===== config.mk =====
export PLATFORM = sky130hd
export DESIGN_NAME = dase_encoder
export DESIGN_NICKNAME = d
export VERILOG_FILES = /design/src/core/dase_encoder.v
export VERILOG_INCLUDE_DIRS = /design/src /design/src/core
export SDC_FILE = /design/constraint.sdc
export NUM_CORES = 1
export LEC_CHECK = 0
export BUFFER_PORTS_ARGS = -buffer_cell sky130_fd_sc_hd__buf_2
export CAP_MARGIN = 25
export CORE_UTILIZATION = 35
export DETAILED_ROUTE_END_ITERATION = 8
export HOLD_SLACK_MARGIN = 0.06
export PLACE_DENSITY = 0.79
export REMOVE_ABC_BUFFERS = 1
export SETUP_SLACK_MARGIN = 0.15
export SLEW_MARGIN = 20
export SYNTH_ARGS = -nofsm -noshare
export SYNTH_HDL_FRONTEND = slang
export SYNTH_SLANG_ARGS = --single-unit

===== constraint.sdc =====
create_clock -name sys_clk -period 2.3 [get_ports sys_clk]
set_input_delay 0.115 -clock sys_clk [delete_from_list [all_inputs] [get_ports sys_clk]]
set_output_delay 0.115 -clock sys_clk [all_outputs]
set_load 0.1 [all_outputs]

===== src/core/dase_map.vh =====
// register map, field layout and fault code constants of the abort syndrome encoder
`ifndef DASE_MAP_VH
`define DASE_MAP_VH

// ============================================================
// fault classes presented by the pipeline
`define DASE_CLS_ADDR_SIZE   4'h0
`define DASE_CLS_TRANSLATE   4'h1
`define DASE_CLS_ACCESS_FLAG 4'h2
`define DASE_CLS_PERMISSION  4'h3
`define DASE_CLS_EXT_ABORT   4'h4
`define DASE_CLS_TAG_CHECK   4'h5
`define DASE_CLS_PARITY      4'h6
`define DASE_CLS_ALIGNMENT   4'h7
`define DASE_CLS_GRANULE     4'h8

// ============================================================
// lookup level encoding, minus one is all ones
`define DASE_LVL_M1 3'h7
`define DASE_LVL_0  3'h0
`define DASE_LVL_1  3'h1
`define DASE_LVL_3  3'h3

// ============================================================
// status code bases, level is or-ed into the low two bits
`define DASE_FSC_ADDR_SIZE   6'h00
`define DASE_FSC_TRANSLATE   6'h04
`define DASE_FSC_ACCESS_FLAG 6'h08
`define DASE_FSC_PERMISSION  6'h0c
`define DASE_FSC_EXT_NOWALK  6'h10
`define DASE_FSC_TAG_CHECK   6'h11
`define DASE_FSC_EXT_WALK_M1 6'h13
`define DASE_FSC_EXT_WALK    6'h14
`define DASE_FSC_PAR_NOWALK  6'h18
`define DASE_FSC_PAR_WALK_M1 6'h1b
`define DASE_FSC_PAR_WALK    6'h1c
`define DASE_FSC_ALIGNMENT   6'h21
`define DASE_FSC_GPF_WALK_M1 6'h23
`define DASE_FSC_GPF_WALK_L0 6'h24
`define DASE_FSC_RESET       6'h00

// ============================================================
// register offsets
`define DASE_OFS_SYND 8'h00
`define DASE_OFS_STAT 8'h04
`define DASE_OFS_CTRL 8'h08

// ============================================================
// field positions
`define DASE_SYN_CACHE_BIT 8
`define DASE_SYN_S1_BIT    7
`define DASE_SYN_WRITE_BIT 6
`define DASE_SYN_FSC_HI    5
`define DASE_SYN_FSC_LO    0
`define DASE_STAT_VALID    0
`define DASE_STAT_REJECT   1
`define DASE_CTRL_RELAX    0
`define DASE_CTRL_CAPEN    1
`define DASE_CTRL_RESET    2'h2
`define DASE_DATA_ZERO     32'h00000000

`endif


===== src/core/dase_encoder.v =====
// data abort syndrome encoder: low nine syndrome bits plus a small register port
//
// Functional notes
// - cache flag set for cache maintenance or synchronous translation-instruction faults, else cleared
// - zero, tag and tag-zero by address operations never set the cache flag
// - walk flag set for stage 2 fault on a stage 1 table walk access
// - walk flag reads zero for every abort that is not stage 2
// - write flag one for writing instructions, zero for reading ones
// - write flag forced to one for cache maintenance and translation instructions
// - atomic read-write: zero when a read would fault, else one
// - optional: atomic stage 2 walk aborts may report write flag zero
// - write flag unconstrained for external atomic aborts and unsupported-atomic codes
// - syndrome contents after warm reset are don't care until next abort
// - address size faults coded by level, level zero or table base all zero
// - translation faults coded 0x04 plus level zero to three
// - access flag faults 0x09 to 0x0b, level zero only with large addresses
// - permission faults 0x0d to 0x0f, level zero 0x0c with large addresses
// - external walk aborts 0x14 to 0x17, minus one 0x13, else 0x10
// - tag check fault 0x11 only with memory tagging
// - parity errors only without reliability feature, 0x18, 0x1c to 0x1f, 0x1b
// - alignment 0x21, granule walk level zero 0x24, minus one 0x23
// - feature-bound codes produced only when that feature is present
// - undefined status code values are never produced
//
// Chosen here: the address map and strobed register access.
`timescale 1ns/1ps
`include "dase_map.vh"

module dase_encoder #(
    parameter       ADDR_W                = 8,
    parameter       DATA_W                = 32,
    parameter [0:0] LARGE_ADDRESS_FEATURE = 1'b1,
    parameter [0:0] MEMORY_TAGGING_FEATURE = 1'b1,
    parameter [0:0] RELIABILITY_FEATURE   = 1'b0,
    parameter [0:0] REALM_FEATURE         = 1'b1
) (
    // clock and reset
    input  wire              sys_clk,
    input  wire              sys_rst,
    // abort event from the translation pipeline
    input  wire              abort_take,
    input  wire [3:0]        fault_class,
    input  wire [2:0]        fault_level,
    input  wire              fault_on_walk,
    input  wire              acc_is_cmo,
    input  wire              acc_is_at,
    input  wire              zero_by_va_op,
    input  wire              tag_by_va_op,
    input  wire              tag_zero_by_va_op,
    input  wire              acc_is_stage2,
    input  wire              acc_s1_walk,
    input  wire              acc_is_write,
    input  wire              acc_is_atomic,
    input  wire              atomic_read_faults,
    // captured syndrome
    output reg               cache_maint_flag,
    output reg               stage1_walk_flag,
    output reg               write_not_read,
    output reg  [5:0]        fault_status_code,
    output reg               syndrome_valid,
    output reg               abort_rejected,
    // register port
    input  wire [ADDR_W-1:0] reg_addr,
    input  wire [DATA_W-1:0] reg_wdata,
    input  wire              reg_wr,
    input  wire              reg_rd,
    output reg  [DATA_W-1:0] reg_rdata
);

    // ============================================================
    // control and status storage
    reg  [1:0]  ctrl;
    reg         reject_seen;
    wire        relax_write;
    wire        capture_en;

    assign relax_write = ctrl[`DASE_CTRL_RELAX];
    assign capture_en = ctrl[`DASE_CTRL_CAPEN];

    // ============================================================
    // status code encoder
    reg  [5:0]  next_fsc;
    reg         code_ok;
    wire [5:0]  lvl_bits;
    wire        lvl_m1;
    wire        lvl_std;
    wire        lvl_zero;

    assign lvl_bits = {4'h0, fault_level[1:0]};
    assign lvl_m1   = (fault_level == `DASE_LVL_M1);
    assign lvl_std  = (fault_level <= `DASE_LVL_3);
    assign lvl_zero = (fault_level == `DASE_LVL_0);

    // a combination with no defined code is refused, never encoded
    always @* begin
        next_fsc = `DASE_FSC_RESET;
        code_ok  = 1'b0;
        case (fault_class)
            `DASE_CLS_ADDR_SIZE: begin
                next_fsc = `DASE_FSC_ADDR_SIZE | lvl_bits;
                code_ok  = lvl_std;
            end
            `DASE_CLS_TRANSLATE: begin
                next_fsc = `DASE_FSC_TRANSLATE | lvl_bits;
                code_ok  = lvl_std;
            end
            `DASE_CLS_ACCESS_FLAG: begin
                next_fsc = `DASE_FSC_ACCESS_FLAG | lvl_bits;
                code_ok  = lvl_std & (~lvl_zero | LARGE_ADDRESS_FEATURE);
            end
            `DASE_CLS_PERMISSION: begin
                next_fsc = `DASE_FSC_PERMISSION | lvl_bits;
                code_ok  = lvl_std & (~lvl_zero | LARGE_ADDRESS_FEATURE);
            end
            `DASE_CLS_EXT_ABORT: begin
                if (!fault_on_walk) begin
                    next_fsc = `DASE_FSC_EXT_NOWALK;
                    code_ok  = 1'b1;
                end else if (lvl_m1) begin
                    next_fsc = `DASE_FSC_EXT_WALK_M1;
                    code_ok  = LARGE_ADDRESS_FEATURE;
                end else begin
                    next_fsc = `DASE_FSC_EXT_WALK | lvl_bits;
                    code_ok  = lvl_std;
                end
            end
            `DASE_CLS_TAG_CHECK: begin
                next_fsc = `DASE_FSC_TAG_CHECK;
                code_ok  = MEMORY_TAGGING_FEATURE;
            end
            `DASE_CLS_PARITY: begin
                if (!fault_on_walk) begin
                    next_fsc = `DASE_FSC_PAR_NOWALK;
                    code_ok  = ~RELIABILITY_FEATURE;
                end else if (lvl_m1) begin
                    next_fsc = `DASE_FSC_PAR_WALK_M1;
                    code_ok  = ~RELIABILITY_FEATURE & LARGE_ADDRESS_FEATURE;
                end else begin
                    next_fsc = `DASE_FSC_PAR_WALK | lvl_bits;
                    code_ok  = ~RELIABILITY_FEATURE & lvl_std;
                end
            end
            `DASE_CLS_ALIGNMENT: begin
                next_fsc = `DASE_FSC_ALIGNMENT;
                code_ok  = 1'b1;
            end
            `DASE_CLS_GRANULE: begin
                // granule walk at level zero or minus one
                if (lvl_m1) begin
                    next_fsc = `DASE_FSC_GPF_WALK_M1;
                    code_ok  = REALM_FEATURE & LARGE_ADDRESS_FEATURE & fault_on_walk;
                end else begin
                    next_fsc = `DASE_FSC_GPF_WALK_L0;
                    code_ok  = REALM_FEATURE & lvl_zero & fault_on_walk;
                end
            end
            default: begin
                next_fsc = `DASE_FSC_RESET;
                code_ok  = 1'b0;
            end
        endcase
    end

    // ============================================================
    // flag encoder
    reg         next_cache;
    reg         next_s1;
    reg         next_write;
    wire        tag_zero_ops;
    wire        is_maint_class;
    wire        s2_on_walk;

    // the three zeroing and tagging operations are plain stores here
    assign tag_zero_ops   = zero_by_va_op | tag_by_va_op | tag_zero_by_va_op;
    assign is_maint_class = (acc_is_cmo & ~tag_zero_ops) | acc_is_at;
    assign s2_on_walk     = acc_is_stage2 & acc_s1_walk;

    always @* begin
        next_cache = is_maint_class;
        next_s1 = s2_on_walk;
        next_write = acc_is_write;
        if (is_maint_class) begin
            next_write = 1'b1;
        end else if (acc_is_atomic) begin
            // external atomic falls through to the same rule
            next_write = ~atomic_read_faults;
            if (relax_write && s2_on_walk) begin
                next_write = 1'b0;
            end
        end
    end

    // ============================================================
    // syndrome capture
    wire        capture;
    wire        refuse;

    assign capture = abort_take & code_ok & capture_en;
    assign refuse  = abort_take & ~capture;

    // reset value is a convenience, software must not rely on it
    always @(posedge sys_clk or posedge sys_rst) begin
        if (sys_rst) begin
            cache_maint_flag  <= 1'b0;
            stage1_walk_flag  <= 1'b0;
            write_not_read    <= 1'b0;
            fault_status_code <= `DASE_FSC_RESET;
        end else if (capture) begin
            cache_maint_flag  <= next_cache;
            stage1_walk_flag  <= next_s1;
            write_not_read    <= next_write;
            fault_status_code <= next_fsc;
        end
    end

    // ============================================================
    // sticky status and one-cycle refusal pulse, an event in the clear cycle wins
    wire        wr_stat;
    wire        wr_ctrl;

    assign wr_stat = reg_wr & (reg_addr == `DASE_OFS_STAT);
    assign wr_ctrl = reg_wr & (reg_addr == `DASE_OFS_CTRL);

    always @(posedge sys_clk or posedge sys_rst) begin
        if (sys_rst) begin
            syndrome_valid <= 1'b0;
            reject_seen    <= 1'b0;
            abort_rejected <= 1'b0;
        end else begin
            abort_rejected <= refuse;
            if (capture) begin
                syndrome_valid <= 1'b1;
            end else if (wr_stat && reg_wdata[`DASE_STAT_VALID]) begin
                syndrome_valid <= 1'b0;
            end
            if (refuse) begin
                reject_seen <= 1'b1;
            end else if (wr_stat && reg_wdata[`DASE_STAT_REJECT]) begin
                reject_seen <= 1'b0;
            end
        end
    end

    // ============================================================
    // control register
    always @(posedge sys_clk or posedge sys_rst) begin
        if (sys_rst) begin
            ctrl <= `DASE_CTRL_RESET;
        end else if (wr_ctrl) begin
            ctrl <= reg_wdata[`DASE_CTRL_CAPEN:`DASE_CTRL_RELAX];
        end
    end

    // ============================================================
    // read port, data stand one cycle after the strobe only
    reg  [DATA_W-1:0] next_rdata;

    always @* begin
        next_rdata = `DASE_DATA_ZERO;
        if (reg_rd) begin
            case (reg_addr)
                `DASE_OFS_SYND: begin
                    next_rdata[`DASE_SYN_CACHE_BIT] = cache_maint_flag;
                    next_rdata[`DASE_SYN_S1_BIT]    = stage1_walk_flag;
                    next_rdata[`DASE_SYN_WRITE_BIT] = write_not_read;
                    next_rdata[`DASE_SYN_FSC_HI:`DASE_SYN_FSC_LO] = fault_status_code;
                end
                `DASE_OFS_STAT: begin
                    next_rdata[`DASE_STAT_VALID]  = syndrome_valid;
                    next_rdata[`DASE_STAT_REJECT] = reject_seen;
                end
                `DASE_OFS_CTRL: begin
                    next_rdata[`DASE_CTRL_CAPEN:`DASE_CTRL_RELAX] = ctrl;
                end
                default: begin
                    // unmapped reads return zero
                    next_rdata = `DASE_DATA_ZERO;
                end
            endcase
        end
    end

    always @(posedge sys_clk or posedge sys_rst) begin
        if (sys_rst) begin
            reg_rdata <= `DASE_DATA_ZERO;
        end else begin
            reg_rdata <= next_rdata;
        end
    end

endmodule


# [Yosys cells after proc, flatten, opt, wreduce, memory -nomap -nowiden]
# Index checks and enable logic that the tools add are counted.
[op_classes] eq_ne=11 order_cmp=1 n_reduce_logical=11 n_bitwise=14 mux=20
[ops] op="$pmux W6 S9" n=1
[ops] op="$eq A4 B3 Y1 const B" n=4
[ops] op="$mux W3" n=5
[ops] op="$mux W1" n=10
[ops] op="$mux W9" n=1
[ops] op="$and A1 B1 Y1" n=8
[ops] op="$eq A4 B2 Y1 const B" n=2
[ops] op="$eq A8 B3 Y1 const B" n=1
[ops] op="$eq A8 B4 Y1 const B" n=1
[ops] op="$logic_not A8 Y1" n=1
[ops] op="$mux W7" n=1
[ops] op="$pmux W2 S3" n=1
[ops] op="$eq A4 B1 Y1 const B" n=1
[ops] op="$eq A4 B4 Y1 const B" n=1
[ops] op="$logic_not A4 Y1" n=1
[ops] op="$pmux W1 S4" n=1
[ops] op="$reduce_bool A2 Y1" n=2
[ops] op="$reduce_or A2 Y1" n=2
[ops] op="$reduce_or A4 Y1" n=1
[ops] op="$eq A3 B3 Y1 const B" n=1
[ops] op="$le A3 B2 Y1 const B" n=1
[ops] op="$logic_and A1 B1 Y1" n=3
[ops] op="$logic_not A3 Y1" n=1
[ops] op="$not A1 Y1" n=3
[ops] op="$or A1 B1 Y1" n=3
[totals] reg_bits=46 out_inout_bits=43 inputBits=63 wordCells=66

# [Depth between registers and ports, before layout]
# Gate-level depths: netlist (run 1).
[logic_depth] ltp_word=9 ltp_mapped=5 ltp_nobuf=4

# [Worst setup path after synthesis (run 1)]
# No wires, ideal clock.
[synth_path] kind="register to register" startpoint="reg ctrl[1]" endpoint="reg fault_status_code[0]" required_ps=2174 setup_ps=126 t_arrival_ps=1454 synth_period_minus_slack_ps=1579 setup_slack_ps=721 stages_incl_launch_ff=5 n_path_buf=1 path_cell_list="dfstp_2 o311ai_0 a221oi_2 buf_4 mux2_2"
[synth_via] elab_chain_len=1
[synth_lines] element="start, declared" line_no="dase_encoder.v:72" source="reg [1:0] ctrl;"
[synth_lines] element="start signal, assigned" line_no="dase_encoder.v:248" source="ctrl <= `DASE_CTRL_RESET;"
[synth_lines] element="start signal, assigned" line_no="dase_encoder.v:250" source="ctrl <= reg_wdata[`DASE_CTRL_CAPEN:`DASE_CTRL_RELAX];"
[synth_lines] element="$and A1 B1 Y1" line_no="dase_encoder.v:198" source="assign capture = abort_take & code_ok & capture_en;"
[synth_lines] element="end signal, assigned" line_no="dase_encoder.v:207" source="fault_status_code <= `DASE_FSC_RESET;"
[synth_lines] element="end signal, assigned" line_no="dase_encoder.v:212" source="fault_status_code <= next_fsc;"
[synth_lines] element="end, declared" line_no="dase_encoder.v:59" source="output reg [5:0] fault_status_code,"
# Every way passes these cells.
# A chain may end at the register's enable or synchronous reset.

# [Final worst setup path (run 1)]
[layout_path] startpoint="reg ctrl[1]" endpoint="reg fault_status_code[5]"
# Same word-level chain as after synthesis.

==> metrics.csv, run 1 <==
stage,metric,value,unit
power_and_ir_drop,switching share of total power,0.481,
placement,GP Congestion,0.793,
die,Initial Utilization,0.376,
clock_tree,clk sinks,23,
placement,DP HPWL,1.84,mm
synthesis,Syn Inst Count,122,
worst_setup_path,Worst EP arrival,1800,ps
sta,TNS Setup,0,ps
die,IO Pins,106,
clock_tree,CTS max path bufs,2,
route,vias post-DR,990,
worst_hold_path,worst min path class,input port to flop,
sta,Final period util,0.701,
synthesis,post-synthesis cell type count,35,
synthesis,Synth Warn #,0,
worst_setup_path,CP Capture Type,flop,
synthesis,"Seq/Total Area, Yosys",0.449,
global_route,initial antenna violation count,0,
route,drt first-iter violations,19,
clock_tree,htree depth,1,
sta,Final Hold Vio Count,0,
global_route,vias in the first global route,876,
sta,unrepaired setup endpoints after global routing,no,
route,DRC errors left,0,
sta,hold_ws,66.2,ps
route,drt wl/cell,10.4,um
clock_tree,post_cts resized,0,
die,Die ar.,0.00392,mm^2
final_layout,number of fill cells in the layout,343,
worst_setup_path,R2R Setup Slk,690,ps
power_and_ir_drop,pwr dens,695,mW/mm^2
sta,time the worst path needs with I/O delays and setup,1610,ps
worst_setup_path,Crit Path Max Fanout,12,
power_and_ir_drop,standby leakage power,0.861,nW
clock_tree,clk_lat worst skew,300,ps
clock_tree,clock-pin slew of the registers on the worst-case setup and hold paths,120,ps
synthesis,Syn Area/Cell,10.5,um^2
placement,Port Buf Inserts,52,
worst_setup_path,reg2reg path depth,4,
route,First-pass DRT Iterations,4,
synthesis,"EDFF count, synth",0,
power_and_ir_drop,Max IR drop VDD,305,uV
clock_tree,CTS root buf,clkbuf_4,
die,core region area,0.00342,mm^2
final_layout,share of cells above drive strength 1,0.381,
worst_setup_path,CP max stage delay,560,ps
final_layout,Syn-to-layout area delta,22.8,%
die,# rows,21,
worst_setup_path,WS Path Type,flop to flop,
global_route,gr ovfl total,0,
worst_setup_path,worst reg2reg endpoint,fault_status_code[5],
worst_setup_path,Worst Path Required,2490,ps
worst_setup_path,CP Capture Point,fault_status_code[5],
final_layout,Ant. Diodes,0,
run,MaxCap Viol Count,0,
power_and_ir_drop,clock power share,0.162,
synthesis,mapped cell area,0.00128,mm^2
synthesis,"FF+latch count, synth",23,
sta,Rel. slew slack,0.463,
global_route,largest net degree at the start of global routing,24,
die,die width,62.6,um
worst_setup_path,worst r2r src,ctrl[1],
global_route,GRT Total Usage,0.123,
power_and_ir_drop,Seq pwr share,0.408,
sta,Fmax,621,MHz
worst_setup_path,crit path cell chain,o311ai_0 -> a221oi_2 -> buf_4 -> mux2_2,
die,Die Ht,62.6,um
route,total wire length,2.36,mm
route,vias per cell,4.36,
clock_tree,CTS Buf Count,3,
sta,Worst-Margin Slew,804,ps
power_and_ir_drop,Logic pwr share,0.430,
global_route,global-route wire length before repair,3.73,mm
sta,Final Max Slew Viols,0,
worst_setup_path,Critical Path Source Type,flop,
synthesis,ys async rst share,1.00,
worst_setup_path,slowest CP cell,dfstp_2,
power_and_ir_drop,Pint,0.569,mW
worst_hold_path,Hold Path Depth,3,
synthesis,Synth Flop Type,dfrtp_1,
status,status,completed,
clock_tree,post-CTS setup buffers,0,
sta,clock skew,4.93,ps
final_layout,# nets final,245,
route,antenna-violating nets left,0,
clock_tree,TritonCTS clock tree,yes,
sta,setup violators final,0,
power_and_ir_drop,Switching Power,0.527,mW
worst_setup_path,Worst Setup SP,ctrl[1],
area by class of cell:
type                       instances  area (um^2)  share of cell area
tap                               46         57.6              0.0365
inverter                           7         26.3              0.0167
sequential                        23          577               0.366
multi-input combinational         89          573               0.363
clock buffer                       4         26.3              0.0167
timing repair buffer              58          318               0.201
sequential cells by signal (all words and copies together) (netlist names):
signal / flops
abort_rejected: 1
cache_maint_flag: 1
ctrl: 2
fault_status_code: 6
reg_rdata: 9
reject_seen: 1
stage1_walk_flag: 1
syndrome_valid: 1
write_not_read: 1
stage by stage:
step           cells  total power, mW  setup slack (ps)   util  cell area (um^2)
2_1_floorplan    119            0.842               485      -              1180
4_1_cts          226             1.10               693  0.459              1570
6_report         227             1.10               689  0.462              1580
5_1_grt          227             1.14               638  0.462              1580
3_5_place_dp     218            0.921               584  0.440              1500
3_3_place_gp     218            0.917               584  0.440              1500
per-layer routing:
metal	routed length, um	vias up	global-route usage	part of all wire
met4	19	0	0.0523	0.0081
met2	1170	41	0.209	0.49
met1	1030	452	0.143	0.44
li1	-	495	-	-
met5	0	-	0	0
met3	142	2	0.0347	0.060
layout by cell type, fill, tap and decap left out, types with 2 or more instances in the layout:
cell type and instances:
a21oi_1 5, and2_1 6, buf_2 52, clkbuf_4 3, conb_1 23, dfrtp_1 22
dlygate4sd3_1 5, inv_1 7, mux2_2 8, mux2i_1 6, nand2_1 5, nand2b_1 2
nand4_1 2, nor2_1 9, nor4_1 2, o311ai_0 2
power by group through the flow:
| stage | Clock, mW | Combinational [mW] | Sequential, mW |
|---|---|---|---|
| after floorplan | 0 | 0.218 | 0.624 |
| after global placement | 0 | 0.463 | 0.454 |
| after detailed placement | 0 | 0.465 | 0.455 |
| after CTS | 0.184 | 0.471 | 0.447 |
| after global routing | 0.202 | 0.490 | 0.450 |
| final | 0.178 | 0.471 | 0.447 |
repair_timing:
item	4_1_cts	5_1_grt
endpoints found under the hold margin	25	1
setup endpoints to repair	0	0
hold buffers	4	1
synth_stat cells (2+ instances only):
library cell  instances  share of area
nor4_1                2         0.0097
and2_1                6          0.029
buf_4                24           0.14
inv_1                 7          0.020
nand2_1               5          0.015
nor2_1                9          0.026
mux2i_1               6          0.047
nand2b_1              2         0.0097
mux2_2                8          0.070
o311ai_0              2          0.014
nand4_1               2         0.0097
dfrtp_1              22           0.43
a21oi_1               5          0.019
how the worst min path moves through the flow:
stage                  startpoint               end
floorplan                 sys_rst    abort_rejected
detailed placement        sys_rst      reg_rdata[4]
finish                 abort_take    abort_rejected
global placement          sys_rst      reg_rdata[6]
CTS                 acc_is_stage2  stage1_walk_flag
global route           abort_take    abort_rejected
critical path, delay by kind of cell, from the launching register on:
kind / cells / cell delay, ps
compound gates: 2 / 340
buf+inv: 1 / 250
flops: 1 / 560
mux: 1 / 360
cells by family after synthesis:
group | synth area share
simple gates | 0.184
flops | 0.449
buf+inv | 0.169
other cells | 0.00292
mux | 0.117
compound gates | 0.0779
(Power assumes the default switching activity.)
==> run 2, diff against run 1 <==
--- a/config.mk
+++ b/config.mk
@@ -11,7 +11,7 @@
 export CORE_UTILIZATION = 35
 export DETAILED_ROUTE_END_ITERATION = 8
 export HOLD_SLACK_MARGIN = 0.06
-export PLACE_DENSITY = 0.79
+export PLACE_DENSITY = 0.82
 export REMOVE_ABC_BUFFERS = 1
 export SETUP_SLACK_MARGIN = 0.15
 export SLEW_MARGIN = 20
==> constraint.sdc (replaced) <==
create_clock -name sys_clk -period 1.3 [get_ports sys_clk]
set_input_delay 0.065 -clock sys_clk [delete_from_list [all_inputs] [get_ports sys_clk]]
set_output_delay 0.065 -clock sys_clk [all_outputs]
set_load 0.1 [all_outputs]
==> run 2 against run 1 <==
Net effect: the run now ends with setup timing left; combinational power increased by 100%; critical path depth increased by 1; die area stayed put; total power is 90% higher; cell count increased by 8.8%; maximum frequency grew 6.2%; first-iteration DRC count unchanged; hold slack improved by 18 ps; critical endpoint is now stage1_walk_flag; largest cell class is now multi-input combinational cells; largest power group unchanged.
==> metrics.csv, run 2 (synthesis results as in run 1) <==
stage,metric,value,unit,change
power_and_ir_drop,Max IR drop VDD,417,uV,was 305 uV
clock_tree,CTS max path bufs,2,,unchanged
die,Die ar.,0.00392,mm^2,unchanged
clock_tree,CTS root buf,clkbuf_4,,unchanged
die,Die Ht,62.6,um,unchanged
worst_setup_path,CP max stage delay,580,ps,was 560 ps
worst_setup_path,crit path cell chain,o311ai_4 -> a221oi_2 -> buf_6 -> buf_6 -> mux2i_1,,was o311ai_0 -> a221oi_2 -> buf_4 -> mux2_2
run,MaxCap Viol Count,0,,unchanged
route,vias post-DR,1152,,was 990
status,status,"complete, but fails checks",,was completed
sta,clock skew,4.71,ps,was 4.93 ps
final_layout,register area,577,um^2,unchanged
worst_setup_path,Crit path top cell by count,buf_6,,
sta,TNS Setup,-2290,ps,was 0 ps
clock_tree,clk sinks,23,,unchanged
route,DRC errors left,0,,unchanged
route,vias per cell,4.66,,was 4.36
final_layout,"commonest cells after routing, fill and taps aside","buf_2 (31), conb_1 (23), buf_4 (23), dfrtp_1 (22), clkbuf_4 (12)",,"was buf_2 (52), conb_1 (23), dfrtp_1 (22), nor2_1 (9), mux2_2 (8)"
final_layout,share of cells above drive strength 1,0.463,,was 0.381
sta,Final Max Slew Viols,0,,unchanged
worst_setup_path,worst r2r src,ctrl[1],,unchanged
die,die width,62.6,um,unchanged
final_layout,Ant. Diodes,0,,unchanged
final_layout,# nets final,265,,was 245
clock_tree,clock-pin slew of the registers on the worst-case setup and hold paths,130,ps,was 120 ps
worst_setup_path,Worst Setup SP,ctrl[1],,unchanged
sta,time the worst path needs with I/O delays and setup,1520,ps,was 1610 ps
worst_setup_path,slowest CP cell,dfstp_2,,unchanged
power_and_ir_drop,standby leakage power,0.989,nW,was 0.861 nW
route,total wire length,3.29,mm,was 2.36 mm
sta,Fmax,659,MHz,was 621 MHz
sta,setup ws final,-218,ps,was 689 ps
final_layout,Final Cell Area,0.00192,mm^2,was 0.00158 mm^2
worst_setup_path,CP Capture Point,stage1_walk_flag,,was fault_status_code[5]
final_layout,number of fill cells in the layout,300,,was 343
final_layout,max reg flops,9,,unchanged
worst_setup_path,cell family with most CP delay,flip-flops,,unchanged
final_layout,Syn-to-layout area delta,49.8,%,was 22.8%
worst_setup_path,Crit Path Max Fanout,8,,was 12
worst_setup_path,Worst EP arrival,1760,ps,was 1800 ps
worst_setup_path,Buffers & Inverters on Critical Path,2,,was 1
global_route,vias in the first global route,1137,,was 876
final_layout,"most common cell after layout, fill and taps aside",buf_2,,unchanged
worst_setup_path,WS Path Type,flop to flop,,unchanged
placement,DP HPWL,2.16,mm,was 1.84 mm
clock_tree,TritonCTS clock tree,yes,,unchanged
route,First-pass DRT Iterations,4,,unchanged
worst_setup_path,CP Capture Type,flop,,unchanged
worst_hold_path,worst min path class,input port to flop,,unchanged
worst_setup_path,Critical Path Source Type,flop,,unchanged
sta,unrepaired setup endpoints after global routing,yes,,was no
placement,GP Congestion,0.797,,was 0.793
global_route,initial antenna violation count,0,,unchanged
die,# rows,21,,unchanged
sta,setup violators final,19,,was 0
worst_setup_path,worst reg2reg endpoint,stage1_walk_flag,,was fault_status_code[5]
global_route,GRT Total Usage,0.167,,was 0.123
placement,Port Buf Inserts,52,,unchanged
power_and_ir_drop,pwr dens,1080,mW/mm^2,was 695 mW/mm^2
worst_hold_path,Hold Path Depth,2,,was 3
status,failing checks,setup timing,,
global_route,global-route wire length before repair,5.11,mm,was 3.73 mm
final_layout,register bank with the most flops,reg_rdata,,unchanged
placement,Area after DPL,0.00158,mm^2,was 0.00150 mm^2
final_layout,multi-input logic area,683,um^2,was 573 um^2
sta,Final Hold Vio Count,0,,unchanged
route,drt wl/cell,13.3,um,was 10.4 um
die,core region area,0.00342,mm^2,unchanged
global_route,gr ovfl total,0,,unchanged
clock_tree,clk_lat worst skew,310,ps,was 300 ps
die,IO Pins,106,,unchanged
clock_tree,htree depth,1,,unchanged
sta,Final period util,1.17,,was 0.701
final_layout,Util after Layout,0.563,,was 0.462
worst_setup_path,Crit path depth,5,,was 4
worst_setup_path,reg2reg path depth,5,,was 4
global_route,largest net degree at the start of global routing,13,,was 24
power_and_ir_drop,Final Power,2.08,mW,was 1.10 mW
clock_tree,CTS Buf Count,3,,unchanged
final_layout,biggest regs,"reg_rdata x9, fault_status_code x6, ctrl x2",,unchanged
route,drt first-iter violations,19,,unchanged
worst_setup_path,R2R Setup Slk,-220,ps,was 690 ps
route,antenna-violating nets left,0,,unchanged
die,Initial Utilization,0.376,,unchanged
worst_setup_path,Worst Path Required,1540,ps,was 2490 ps
run 2: cell types whose count changed in the layout (fill, tap and decap cells not counted), moves of 2 or more:
cell / change
buf_2: -21
buf_4: +22
buf_6: +7
clkbuf_4: +9
dlygate4sd3_1: +3
mux2_2: -8
mux2_4: +8
nor2_1: -2
nor2_4: +2
nor4_1: -2
nor4_4: +2
run 2: layout make-up:
class	count	share of cell area
clock buffer	4	0.0137
inverter	7	0.0137
multi-input combinational	89	0.355
sequential	23	0.300
tap	46	0.0299
timing repair buffer	78	0.288
run 2: repair_timing:
item | in CTS | in global routing
resized for setup | 32 | 17
setup buffers | 5 | 1
endpoints found under the setup margin | 32 | 32
endpoints found under the hold margin | 17 | 0
pin swaps | 6 | 0
hold buffers | 8 | 0
cloned | 0 | 0
run 2: metal layers:
layer | up-vias | track usage | wire length [um]
met5 | - | 0 | 0
met4 | 0 | 0.0901 | 79
met3 | 9 | 0.0420 | 202
met2 | 62 | 0.288 | 1740
met1 | 545 | 0.187 | 1270
li1 | 536 | - | -
run 2: worst min-delay path by stage:
stage	endpoint	slack, ps	from
finish	reg_rdata[8]	80	reg_addr[3]
global route	reject_seen	90	reg_wr
CTS	reg_rdata[8]	70	reg_addr[3]
detailed placement	reg_rdata[5]	100	sys_rst
global placement	reg_rdata[5]	100	sys_rst
floorplan	abort_rejected	70	sys_rst
run 2: through the flow:
step,hold WS (ps),setup slack [ps],instances
3_5_place_dp,99.4,-376,229
4_1_cts,71.0,-204,246
6_report,84.1,-218,247
2_1_floorplan,66.2,-502,119
3_3_place_gp,95.2,-349,229
5_1_grt,85.2,-267,247
run 2: report_power, final:
group / total (mW) / switching, mW / internal, mW
sequential: 0.795 / 0.0341 / 0.761
combinational: 0.947 / 0.752 / 0.195
clock: 0.336 / 0.216 / 0.120
total: 2.08 / 1.00 / 1.08
run 2: worst register-to-register path, stage by stage (launching register included):
cell      delay (ps)
dfstp_2          580
o311ai_4          90
a221oi_2         220
buf_6            200
buf_6            140
mux2i_1          210
